[src/avs_pkg.sv]
package avs_pkg;
    // Base portion of the system time clock
    localparam int TS_W = 33;
    localparam int TAG_W = 16;
    // 100 MHz to 90 kHz by a phase accumulator: add 9 per cycle, wrap at 10000
    localparam int CLK_HZ = 100000000;
    localparam int BASE_HZ = 90000;
    localparam logic [13:0] PHASE_STEP = 14'(BASE_HZ / 10000);
    localparam logic [13:0] PHASE_WRAP = 14'(CLK_HZ / 10000);
    // Picture increment for 29,97 Hz video in 90 kHz ticks
    localparam logic [32:0] VIDEO_INCR_2997 = 33'h0_0000_0BBB;
    localparam logic [32:0] TS_RESET = 33'h0_0000_0000;
    // Access unit word layout
    localparam int AU_TAG_LSB = 0;
    localparam int AU_DTS_LSB = 16;
    localparam int AU_PTS_LSB = 49;
    localparam int AU_HAS_DTS = 82;
    localparam int AU_HAS_PTS = 83;
    localparam int AU_REORDER = 84;
    localparam int AU_VIDEO = 85;
    localparam int AU_W = 86;
    localparam int BUF_DEPTH = 2;
    typedef enum logic [1:0] {AVS_IDLE, AVS_WAIT, AVS_ISSUE} avs_state_t;
endpackage

[src/avs_skid_buf.sv]
`timescale 1ns/10ps
`default_nettype none
module avs_skid_buf #(
    parameter int WIDTH = avs_pkg::AU_W
) (
    input wire logic i_mclk,
    input wire logic i_reset_n,
    input wire logic i_valid,
    output logic o_ready,
    input wire logic [WIDTH-1:0] i_data,
    output logic o_valid,
    input wire logic i_ready,
    output logic [WIDTH-1:0] o_data
);
    logic [WIDTH-1:0] mem [avs_pkg::BUF_DEPTH];
    logic wr_ptr;
    logic rd_ptr;
    logic [1:0] count;
    logic push;
    logic pop;

    // Honest flags: ready drops only when both words are held
    assign o_ready = (count != 2'(avs_pkg::BUF_DEPTH));
    assign o_valid = (count != 2'h0);
    assign o_data = mem[rd_ptr];
    assign push = i_valid && o_ready;
    assign pop = o_valid && i_ready;

    // Storage, no reset needed for data
    always_ff @(posedge i_mclk) begin
        if (push) begin
            mem[wr_ptr] <= i_data;
        end
    end

    // Pointers and occupancy
    always_ff @(posedge i_mclk or negedge i_reset_n) begin
        if (!i_reset_n) begin
            wr_ptr <= 1'b0;
            rd_ptr <= 1'b0;
            count <= 2'h0;
        end else begin
            if (push) begin
                wr_ptr <= ~wr_ptr;
            end
            if (pop) begin
                rd_ptr <= ~rd_ptr;
            end
            count <= count + {1'b0, push} - {1'b0, pop};
        end
    end
endmodule // avs_skid_buf
`default_nettype wire

[src/avs_scheduler.sv]
`timescale 1ns/10ps
`default_nettype none
module avs_scheduler (
    input wire logic i_mclk,
    input wire logic i_reset_n,
    // Clock base load from an external recovery loop
    input wire logic i_stc_load,
    input wire logic [32:0] i_stc_value,
    // Timing setup
    input wire logic [32:0] i_decode_offset,
    input wire logic [32:0] i_display_offset,
    input wire logic i_video_is_2997,
    input wire logic [32:0] i_video_incr,
    input wire logic [32:0] i_audio_incr,
    input wire logic i_video_locked,
    input wire logic i_audio_locked,
    // Access units from the demultiplexer
    input wire logic i_au_valid,
    output logic o_au_ready,
    input wire logic i_au_video,
    input wire logic i_au_reorder,
    input wire logic i_au_has_pts,
    input wire logic i_au_has_dts,
    input wire logic [32:0] i_au_pts,
    input wire logic [32:0] i_au_dts,
    input wire logic [15:0] i_au_tag,
    // Decode release
    output logic o_dec_valid,
    input wire logic i_dec_ready,
    output logic o_dec_video,
    output logic [15:0] o_dec_tag,
    output logic o_dec_estimated,
    // Presentation strobes and clock base
    output logic o_apres_pulse,
    output logic [15:0] o_apres_tag,
    output logic o_vpres_pulse,
    output logic [15:0] o_vpres_tag,
    output logic [32:0] o_stc
);
    logic [13:0] phase;
    logic tick;
    logic [32:0] stc;
    logic buf_valid;
    logic buf_ready;
    logic [avs_pkg::AU_W-1:0] buf_data;
    avs_pkg::avs_state_t state;
    logic [32:0] last_dts [2];
    logic [32:0] due_dts;
    logic [32:0] due_pts;
    logic cur_video;
    logic cur_reorder;
    logic cur_est;
    logic [15:0] cur_tag;
    // Presentation slots: audio, video pending, video delay store
    logic a_full;
    logic [32:0] a_pts;
    logic [15:0] a_tag;
    logic v_full;
    logic [32:0] v_pts;
    logic [15:0] v_tag;
    logic h_full;
    logic [32:0] h_pts;
    logic [15:0] h_tag;
    logic [32:0] incr;
    logic [32:0] next_dts;
    logic [32:0] next_pts;
    logic slot_free;
    logic dec_take;
    logic a_due;
    logic v_due;
    logic h_due;

    // Reached when clock minus stamp lies in the forward half of the ring
    function automatic logic is_due(input logic [32:0] clk_now, input logic [32:0] ts);
        logic [32:0] diff;
        diff = clk_now - ts;
        return ~diff[32];
    endfunction

    // 90 kHz enable, exact on average with no second clock
    always_ff @(posedge i_mclk or negedge i_reset_n) begin
        if (!i_reset_n) begin
            phase <= 14'h0000;
            tick <= 1'b0;
        end else if (phase + avs_pkg::PHASE_STEP >= avs_pkg::PHASE_WRAP) begin
            phase <= phase + avs_pkg::PHASE_STEP - avs_pkg::PHASE_WRAP;
            tick <= 1'b1;
        end else begin
            phase <= phase + avs_pkg::PHASE_STEP;
            tick <= 1'b0;
        end
    end

    // Shared 33-bit base counter, wraps naturally
    always_ff @(posedge i_mclk or negedge i_reset_n) begin
        if (!i_reset_n) begin
            stc <= avs_pkg::TS_RESET;
        end else if (i_stc_load) begin
            stc <= i_stc_value;
        end else if (tick) begin
            stc <= stc + 33'h0_0000_0001;
        end
    end
    assign o_stc = stc;

    // Two words of slack so a stalled decoder loses nothing
    avs_skid_buf #(.WIDTH(avs_pkg::AU_W)) u_buf (
        .i_mclk(i_mclk),
        .i_reset_n(i_reset_n),
        .i_valid(i_au_valid),
        .o_ready(o_au_ready),
        .i_data({i_au_video, i_au_reorder, i_au_has_pts, i_au_has_dts,
                 i_au_pts, i_au_dts, i_au_tag}),
        .o_valid(buf_valid),
        .i_ready(buf_ready),
        .o_data(buf_data)
    );
    assign buf_ready = (state == avs_pkg::AVS_IDLE);

    // Stamp derivation for the unit at the buffer head
    always_comb begin
        logic hv;
        hv = buf_data[avs_pkg::AU_VIDEO];
        if (hv) begin
            incr = i_video_is_2997 ? avs_pkg::VIDEO_INCR_2997 : i_video_incr;
        end else begin
            incr = i_audio_incr;
        end
        if (buf_data[avs_pkg::AU_HAS_DTS]) begin
            next_dts = buf_data[avs_pkg::AU_DTS_LSB +: 33];
        end else if (buf_data[avs_pkg::AU_HAS_PTS]) begin
            next_dts = buf_data[avs_pkg::AU_PTS_LSB +: 33];
        end else begin
            next_dts = last_dts[hv] + incr;
        end
        if (buf_data[avs_pkg::AU_HAS_PTS]) begin
            next_pts = buf_data[avs_pkg::AU_PTS_LSB +: 33];
        end else if (buf_data[avs_pkg::AU_REORDER]) begin
            next_pts = next_dts + incr;
        end else begin
            next_pts = next_dts;
        end
    end

    // Capture head; decode offset moves both stamps, display offset only the presentation one
    // Holding release by the offset means the coded buffer upstream needs rate/picture-rate more
    always_ff @(posedge i_mclk or negedge i_reset_n) begin
        if (!i_reset_n) begin
            due_dts <= avs_pkg::TS_RESET;
            due_pts <= avs_pkg::TS_RESET;
            cur_video <= 1'b0;
            cur_reorder <= 1'b0;
            cur_est <= 1'b0;
            cur_tag <= 16'h0000;
            last_dts[0] <= avs_pkg::TS_RESET;
            last_dts[1] <= avs_pkg::TS_RESET;
        end else if (buf_valid && buf_ready) begin
            due_dts <= next_dts + i_decode_offset;
            due_pts <= next_pts + i_decode_offset + i_display_offset;
            cur_video <= buf_data[avs_pkg::AU_VIDEO];
            cur_reorder <= buf_data[avs_pkg::AU_REORDER];
            cur_est <= !(buf_data[avs_pkg::AU_HAS_PTS] || buf_data[avs_pkg::AU_HAS_DTS])
                && !(buf_data[avs_pkg::AU_VIDEO] ? i_video_locked : i_audio_locked);
            cur_tag <= buf_data[avs_pkg::AU_TAG_LSB +: 16];
            last_dts[buf_data[avs_pkg::AU_VIDEO]] <= next_dts;
        end
    end

    // Target slot must be free before the unit leaves for decoding
    assign slot_free = !cur_video ? !a_full : (cur_reorder ? !h_full : !v_full);
    assign dec_take = o_dec_valid && i_dec_ready;

    // Decode release: timing comes from clock and stamps, gated by a free presentation slot
    always_ff @(posedge i_mclk or negedge i_reset_n) begin
        if (!i_reset_n) begin
            state <= avs_pkg::AVS_IDLE;
        end else begin
            case (state)
                avs_pkg::AVS_IDLE: begin
                    if (buf_valid) begin
                        state <= avs_pkg::AVS_WAIT;
                    end
                end
                avs_pkg::AVS_WAIT: begin
                    if (is_due(stc, due_dts) && slot_free) begin
                        state <= avs_pkg::AVS_ISSUE;
                    end
                end
                avs_pkg::AVS_ISSUE: begin
                    if (i_dec_ready) begin
                        state <= avs_pkg::AVS_IDLE;
                    end
                end
                default: begin
                    state <= avs_pkg::AVS_IDLE;
                end
            endcase
        end
    end
    assign o_dec_valid = (state == avs_pkg::AVS_ISSUE);
    assign o_dec_video = cur_video;
    assign o_dec_tag = cur_tag;
    assign o_dec_estimated = cur_est;

    assign a_due = a_full && is_due(stc, a_pts);
    assign v_due = v_full && is_due(stc, v_pts);
    assign h_due = h_full && is_due(stc, h_pts) && !v_due;

    // Presentation slots; a set in the same cycle as a release wins
    always_ff @(posedge i_mclk or negedge i_reset_n) begin
        if (!i_reset_n) begin
            a_full <= 1'b0;
            v_full <= 1'b0;
            h_full <= 1'b0;
            a_pts <= avs_pkg::TS_RESET;
            v_pts <= avs_pkg::TS_RESET;
            h_pts <= avs_pkg::TS_RESET;
            a_tag <= 16'h0000;
            v_tag <= 16'h0000;
            h_tag <= 16'h0000;
        end else begin
            if (a_due) begin
                a_full <= 1'b0;
            end
            if (v_due) begin
                v_full <= 1'b0;
            end
            if (h_due) begin
                h_full <= 1'b0;
            end
            if (dec_take && !cur_video) begin
                a_full <= 1'b1;
                a_pts <= due_pts;
                a_tag <= cur_tag;
            end
            if (dec_take && cur_video && !cur_reorder) begin
                v_full <= 1'b1;
                v_pts <= due_pts;
                v_tag <= cur_tag;
            end
            if (dec_take && cur_video && cur_reorder) begin
                h_full <= 1'b1;
                h_pts <= due_pts;
                h_tag <= cur_tag;
            end
        end
    end

    // Registered presentation strobes; held picture yields to a due pending one
    always_ff @(posedge i_mclk or negedge i_reset_n) begin
        if (!i_reset_n) begin
            o_apres_pulse <= 1'b0;
            o_apres_tag <= 16'h0000;
            o_vpres_pulse <= 1'b0;
            o_vpres_tag <= 16'h0000;
        end else begin
            o_apres_pulse <= a_due;
            o_vpres_pulse <= v_due || h_due;
            if (a_due) begin
                o_apres_tag <= a_tag;
            end
            if (v_due) begin
                o_vpres_tag <= v_tag;
            end else if (h_due) begin
                o_vpres_tag <= h_tag;
            end
        end
    end
endmodule // avs_scheduler
`default_nettype wire

[config.mk]
export PLATFORM = sky130hd
export DESIGN_NAME = avs_scheduler
export DESIGN_NICKNAME = d
export VERILOG_FILES = /design/src/avs_pkg.sv /design/src/avs_skid_buf.sv /design/src/avs_scheduler.sv
export SDC_FILE = /design/constraint.sdc
export NUM_CORES = 1
export LEC_CHECK = 0
export ABC_AREA = 1
export BUFFER_PORTS_ARGS = -buffer_cell sky130_fd_sc_hd__buf_2
export CAP_MARGIN = 20
export CORE_MARGIN = 2
export CORE_UTILIZATION = 25
export DETAILED_ROUTE_END_ITERATION = 6
export PLACE_DENSITY = 0.45
export SYNTH_ARGS = -nofsm -noshare
export SYNTH_HDL_FRONTEND = slang
export SYNTH_SLANG_ARGS = --single-unit
export TNS_END_PERCENT = 5
[constraint.sdc]
create_clock -name i_mclk -period 15.7 [get_ports i_mclk]
set_input_delay 0 -clock i_mclk [delete_from_list [all_inputs] [get_ports i_mclk]]
set_output_delay 0 -clock i_mclk [all_outputs]
set_load 0.03 [all_outputs]
==> results of run 1 <==
state kept, by name, indices dropped and copies added (netlist names), 33 cells and up:
name / count
u_buf.mem: 172
v_pts: 33
o_stc: 33
last_dts: 66
due_pts: 33
due_dts: 33
a_pts: 33
h_pts: 33
area by class of cell:
| cell class | count | area share, % |
|---|---|---|
| antenna | 3 | 0.01751 |
| clock buffer | 93 | 4.693 |
| clock inverter | 38 | 0.9544 |
| inverter | 550 | 4.833 |
| multi-input combinational | 3027 | 40.11 |
| sequential | 561 | 34.76 |
| tap | 1794 | 5.236 |
| timing repair buffer | 577 | 9.392 |
critical path: cells and delay by family (launching register included):
family,cells,cell delay (ns)
AO/OA/AOI/OAI,16,3.64
AND/OR/NAND/NOR,12,2.14
adder cells (fa/ha/maj),4,1.61
buffers and inverters,3,0.94
flip-flops,1,0.53
worst paths after layout:
check	startpoint	endpoint	slack [ns]	depth (start not counted)
setup / recovery	u_buf.rd_ptr	due_pts[30]	6.58	35
hold / removal	i_au_dts[12]	u_buf.mem[1][28]	0.06	2
setup reg to reg	u_buf.rd_ptr	due_pts[30]	6.58	35
hold reg to reg	phase[0]	phase[0]	0.46	1
max in group asynchronous	i_reset_n	u_buf.rd_ptr	12.64	6
min in group asynchronous	i_reset_n	a_pts[17]	0.30	3
metal layers:
layer	GRT usage [%]	vias up	share of wire [%]
li1	-	15183	-
met1	25.73	14135	51
met2	25.40	767	42
met3	2.401	141	4.8
met4	4.362	14	2.2
met5	0	-	0.082
stage by stage:
step	hold WS, ns	worst slack (ns)
4_1_cts	0.0002946	6.644
3_3_place_gp	0.07491	6.661
6_report	0.05696	6.580
5_1_grt	0.03081	5.756
3_5_place_dp	0.07189	6.698
2_1_floorplan	-0.2956	8.847
logic make-up (layout without fill, tap and decap cells):
group | after synthesis | count (layout) | share of synthesized area, %
and+or+nand+nor | 1741 | 1741 | 20.93
AOI/OAI and AO/OA | 865 | 865 | 13.91
buffers and inverters | 683 | 1258 | 7.509
DFF | 561 | 561 | 43.03
adders and majority gates | 291 | 291 | 11.30
xor gates and xnor gates | 119 | 119 | 3.010
muxes | 11 | 11 | 0.3180
other | 0 | 3 | 0
timing repair:
item                                   4_1_cts  5_1_grt
hold buffers                               202        0
setup buffers                                0        0
endpoints found under the hold margin      335        0
cell usage in the layout, fill, tap and decap left out, types with 38 or more instances in the layout:
cell type                       instances
sky130_fd_sc_hd__inv_1                540
sky130_fd_sc_hd__a31oi_1               56
sky130_fd_sc_hd__xor2_1                81
sky130_fd_sc_hd__nor2_1               214
sky130_fd_sc_hd__nand3_1              203
sky130_fd_sc_hd__nor3_1                43
sky130_fd_sc_hd__edfxtp_1             172
sky130_fd_sc_hd__buf_2                344
sky130_fd_sc_hd__dlygate4sd3_1        201
sky130_fd_sc_hd__ha_1                 255
sky130_fd_sc_hd__o21ai_0              393
sky130_fd_sc_hd__dfrtp_1              388
sky130_fd_sc_hd__clkbuf_16             73
sky130_fd_sc_hd__xnor2_1               38
sky130_fd_sc_hd__a21oi_1              253
sky130_fd_sc_hd__nand2_1             1153
==> impl_results.md, run 1 <==
- Critical-path maximum fanout: 80
- Number of DRC markers in iteration 0: 1,837
- Synth Register Bits: 561
- Std-Cell Rows: 136
- Number of hold violations in the final report: 0
- Router iterations before antenna repair: 5
- Accumulated negative setup slack: 0 ns
- Number of synthesized flops with an enable pin: 172
- Number of maximum-capacitance constraint violations: 0
- Library cell with the largest summed area after synthesis: sky130_fd_sc_hd__dfrtp_1
- Longest individual stage delay on the worst path: 0.73 ns
- Seq/Total Area, Yosys: 43.03%
- Vias after detailed routing: 30,240
- Placeable core region: 137,500 µm²
- Skew-Pair Late Insertion Delay: 0.68 ns
- GRT Resource Usage Total: 17.09%
- Worst Setup End Kind: flip-flop
- Final net count: 5,339
- Fraction of registers with async set/reset: 69.34%
- Non-filler instance count after layout: 6,643
- Via density per instance: 4.552
- Area occupied by multi-input gates: 17,200 µm²
- Antenna-violating nets left: 0
- # placed instances: 6,306
- Type of the worst setup path: flip-flop to flip-flop
- Total clock sinks: 561
- IO Pins: 346
- Crit share post-route: 58.09%
- Post-Syn Instances: 4,271
- Leading cell type by number of instances after synthesis: sky130_fd_sc_hd__nand2_1
- Sum of overflow across all layers after global routing: 0
- Largest net degree at the start of global routing: 100
- CP Data Arrival Time: 9.64 ns
- Startpoint Class: flip-flop
- Detailed-placement wirelength estimate: 94,220 µm
- Final setup fails: 0
- Number of global-route vias before repair: 29,374
- Core Util, Final: 31.18%
- Yosys Warn Count: 0
- Filler cell count in the final layout: 14,898
- Routed WL: 121,900 µm
- Initial core utilization: 25.18%
- Cts bufs inserted: 72
- Final number of max-transition violations: 0
- Clock Skew: 0.03579 ns
- Post-cts gate resize count: 0
- Syn Nets: 4,821
- Mapped Area: 34,620 µm²
- Fraction of final layout cells with drive strength greater than 1: 12.05%
- Predominant post-synthesis flop cell: sky130_fd_sc_hd__dfrtp_1
- Library cells used by synthesis: 63
- Number of buffers inserted by port buffering: 345
- TritonCTS clock tree: done
- # H-tree levels: 3
- Syn avg cell area: 8.107 µm²
- Remaining max-slew budget at the tightest pin: 22.93%
- Routability congestion estimate: 0.8988
- Global-route wire length before repair: 183,100 µm
- WL per Instance: 18.35 µm
- Post-CTS clock slew at the launch and capture registers of the worst setup and hold paths: 0.06 ns
- Worst Tran Pin Value: 1.156 ns
- Worst hold path type: input pin to flip-flop
- Max Root-Sink Buffers: 3
- Initial antenna violation count: 14
- Area share of the largest cell type after synthesis: 28.11%
- Post-layout min period: 9.120 ns
- Synth area leaders: sky130_fd_sc_hd__dfrtp_1, sky130_fd_sc_hd__edfxtp_1, sky130_fd_sc_hd__nand2_1, sky130_fd_sc_hd__ha_1, sky130_fd_sc_hd__inv_1
- Die ar.: 141,500 µm²
- Critical-path cell with the highest stage delay: sky130_fd_sc_hd__buf_4
- Final std cell area, no fill: 42,870 µm²
- Die Y: 376.2 µm
- Syn-to-layout area delta: 23.81%
- Root Buffer Master: sky130_fd_sc_hd__clkbuf_16
- DRC errors left: 0
- Maximum clock frequency: 0.1096 GHz
- Placed cell areas: 38,380 µm²
- Cell types with the highest counts after synthesis: sky130_fd_sc_hd__nand2_1, sky130_fd_sc_hd__inv_1, sky130_fd_sc_hd__o21ai_0
- Width of the chip: 376.2 µm
- Critical Path RT: 16.22 ns
- Setup repair after global routing missed its margin: no
- Result of the run: finished clean
- Most repeated library cell on the critical path: sky130_fd_sc_hd__o21ai_0
- Footprint of the flip-flops and latches: 14,900 µm²
Power of run 1 is left out: the tool's default activity adds up to more than one toggle a clock period on the data nets, which glitch-free logic cannot reach.
==> inputs of run 2 (changes only) <==
Settings changed: PLACE_DENSITY 0.45 to 0.47.
Clock period 15.7 ns to 7.89 ns, I/O delays scaled along.
==> run 2 against run 1 <==
Against the previous run:
- the run now ends with negative hold slack left
- via count grew 1.3%
- setup slack lost 6.0 ns
- clock-buffer cell count grew 1
- clock skew grew 0.0061 ns
- utilization grew 0.36 points
==> impl_results.md, run 2 (synthesis gave the netlist of run 1 again) <==
- Largest net degree at the start of global routing: 138
- Post-CTS clock slew at the launch and capture registers of the worst setup and hold paths: 0.07 ns
- Crit share post-route: 92.80%
- Buffer and inverter count on the worst path: 2
- Width of the chip: 376.2 µm
- Vias after detailed routing: 30,643
- DRC errors left: 0
- Critical-path cell with the highest stage delay: sky130_fd_sc_hd__dfrtp_4
- Router iterations before antenna repair: 5
- Largest registers ranked by flip-flop count: u_buf.mem x172, last_dts x66
- Minimum setup slack after placement: 0.2586 ns
- Type of the worst setup path: flip-flop to flip-flop
- Max reg flops: 172
- Sum of overflow across all layers after global routing: 0
- Worst Tran Pin Value: 1.019 ns
- Detailed-placement wirelength estimate: 94,800 µm
- Critical Path RT: 8.42 ns
- Post-layout min period: 7.322 ns
- Maximum clock frequency: 0.1366 GHz
- Placeable core region: 137,500 µm²
- # H-tree levels: 3
- Launch instance of the worst register-to-register path: u_buf.rd_ptr
- Final net count: 5,363
- Biggest register: u_buf.mem
- Placed cell areas: 38,650 µm²
- Final setup fails: 0
- Skew-Pair Late Insertion Delay: 0.68 ns
- Most repeated library cell on the critical path: sky130_fd_sc_hd__nand2_1
- Die ar.: 141,500 µm²
- Violated checks: negative hold slack
- Die Y: 376.2 µm
- Final number of max-transition violations: 0
- Initial core utilization: 25.18%
- Global-route wire length before repair: 184,100 µm
- Setup repair after global routing missed its margin: yes
- CP Data Arrival Time: 7.85 ns
- Max Root-Sink Buffers: 3
- Number of hold violations in the final report: 1
- Number of buffers inserted by port buffering: 345
- Hold slack final: -0.001513 ns
- Most frequent cells in the layout: sky130_fd_sc_hd__nand2_1, sky130_fd_sc_hd__inv_1, sky130_fd_sc_hd__o21ai_0, sky130_fd_sc_hd__dfrtp_1, sky130_fd_sc_hd__buf_2
- Cts bufs inserted: 72
- Startpoint Class: flip-flop
- Initial antenna violation count: 12
- Total clock sinks: 561
- Number of stages on the worst setup path: 36
- Worst R2R End: due_pts[30]
- IO Pins: 346
- Clock Skew: 0.04189 ns
- GRT Resource Usage Total: 17.13%
- Worst-case setup margin in the final layout: 0.5684 ns
- Worst-case register-to-register setup slack: 0.57 ns
- Syn-to-layout area delta: 25.24%
- Kind of cell with the highest combined delay on the critical path: compound AO/OA/AOI/OAI gates
- # placed instances: 6,339
- Longest individual stage delay on the worst path: 0.51 ns
- Capture point of the critical path: due_pts[30]
- Number of maximum-capacitance constraint violations: 0
- Via density per instance: 4.599
- Std-Cell Rows: 136
- Routability congestion estimate: 0.9784
- Routed WL: 123,200 µm
- Final std cell area, no fill: 43,370 µm²
- Number of global-route vias before repair: 30,100
- R2r worst-path depth: 36
- Antenna-violating nets left: 0
- Non-filler instance count after layout: 6,663
- Worst Setup End Kind: flip-flop
- TritonCTS clock tree: done
- Result of the run: finished with violations
- Remaining max-slew budget at the tightest pin: 31.33%
- WL per Instance: 18.49 µm
- Critical-path maximum fanout: 13
- Fraction of final layout cells with drive strength greater than 1: 13.36%
- Accumulated negative setup slack: 0 ns
- Number of DRC markers in iteration 0: 1,995
- Critical path origin: u_buf.rd_ptr
- Worst hold path type: input pin to flip-flop
- Root Buffer Master: sky130_fd_sc_hd__clkbuf_16
- Leading cell type in the layout, fill and taps excluded: sky130_fd_sc_hd__nand2_1
- Filler cell count in the final layout: 14,660
run 2: cell types whose count changed in the layout (fill, tap and decap cells not counted), sizes merged:
cell / delta
buf: +36
nand2: +1
clkinv: -9
bufinv: +3
inv: +1
dlygate4sd3: -15
clkbuf: +3
clkinvlp: +1
diode: -1
run 2: metrics by stage:
step,utilization (%),hold slack (ns)
finish,31.54,-0.001513
global route,31.54,0.02160
CTS,31.29,0.00006589
detailed placement,28.11,0.02137
global placement,28.11,0.02488
floorplan,-,-0.2956
run 2: worst min path at each step:
stage / cells past startpoint / endpoint / slack (ns) / from
6_report: 5 / due_dts[32] / -0.002 / i_decode_offset[32]
5_1_grt: 2 / u_buf.mem[1][24] / 0.02 / i_au_dts[8]
4_1_cts: 3 / o_apres_pulse / 0.00007 / i_reset_n
3_5_place_dp: 1 / o_apres_tag[6] / 0.02 / i_reset_n
3_3_place_gp: 1 / o_apres_tag[6] / 0.02 / i_reset_n
2_1_floorplan: 0 / a_full / -0.30 / i_reset_n
run 2: metal layers:
layer | track usage (%) | up-vias | part of all wire [%]
met2 | 25.61 | 856 | 42
met4 | 4.083 | 10 | 2.4
met3 | 2.811 | 175 | 5.5
met1 | 25.53 | 14379 | 50
met5 | 0 | - | 0.049
li1 | - | 15223 | -
run 2: cell type report:
type | instances | area (µm²) | area share (%)
Inverter | 550 | 2077 | 4.790
Clock inverter | 34 | 481.7 | 1.111
Timing Repair Buffer | 600 | 4277 | 9.862
Antenna cell | 2 | 5.005 | 0.01154
Tap cell | 1794 | 2245 | 5.176
Clock buffer | 94 | 2016 | 4.648
Sequential cell | 561 | 14900 | 34.37
Multi-Input combinational cell | 3028 | 17360 | 40.04
run 2: timing repair:
item / in CTS / in global routing
hold buffers: 186 / 1
setup buffers: 0 / 2
resized for setup: 0 / 43
hold endpoints to repair: 343 / 14
setup endpoints to repair: 0 / 11
run 2: tightest hold or removal path: cells and delay by family:
kind | cells | cell delay [ns]
AOI/OAI and AO/OA | 1 | 0.14
buffers and inverters | 2 | 0.16
xor gates and xnor gates | 2 | 0.32
Power of run 2 is left out for the same reason.
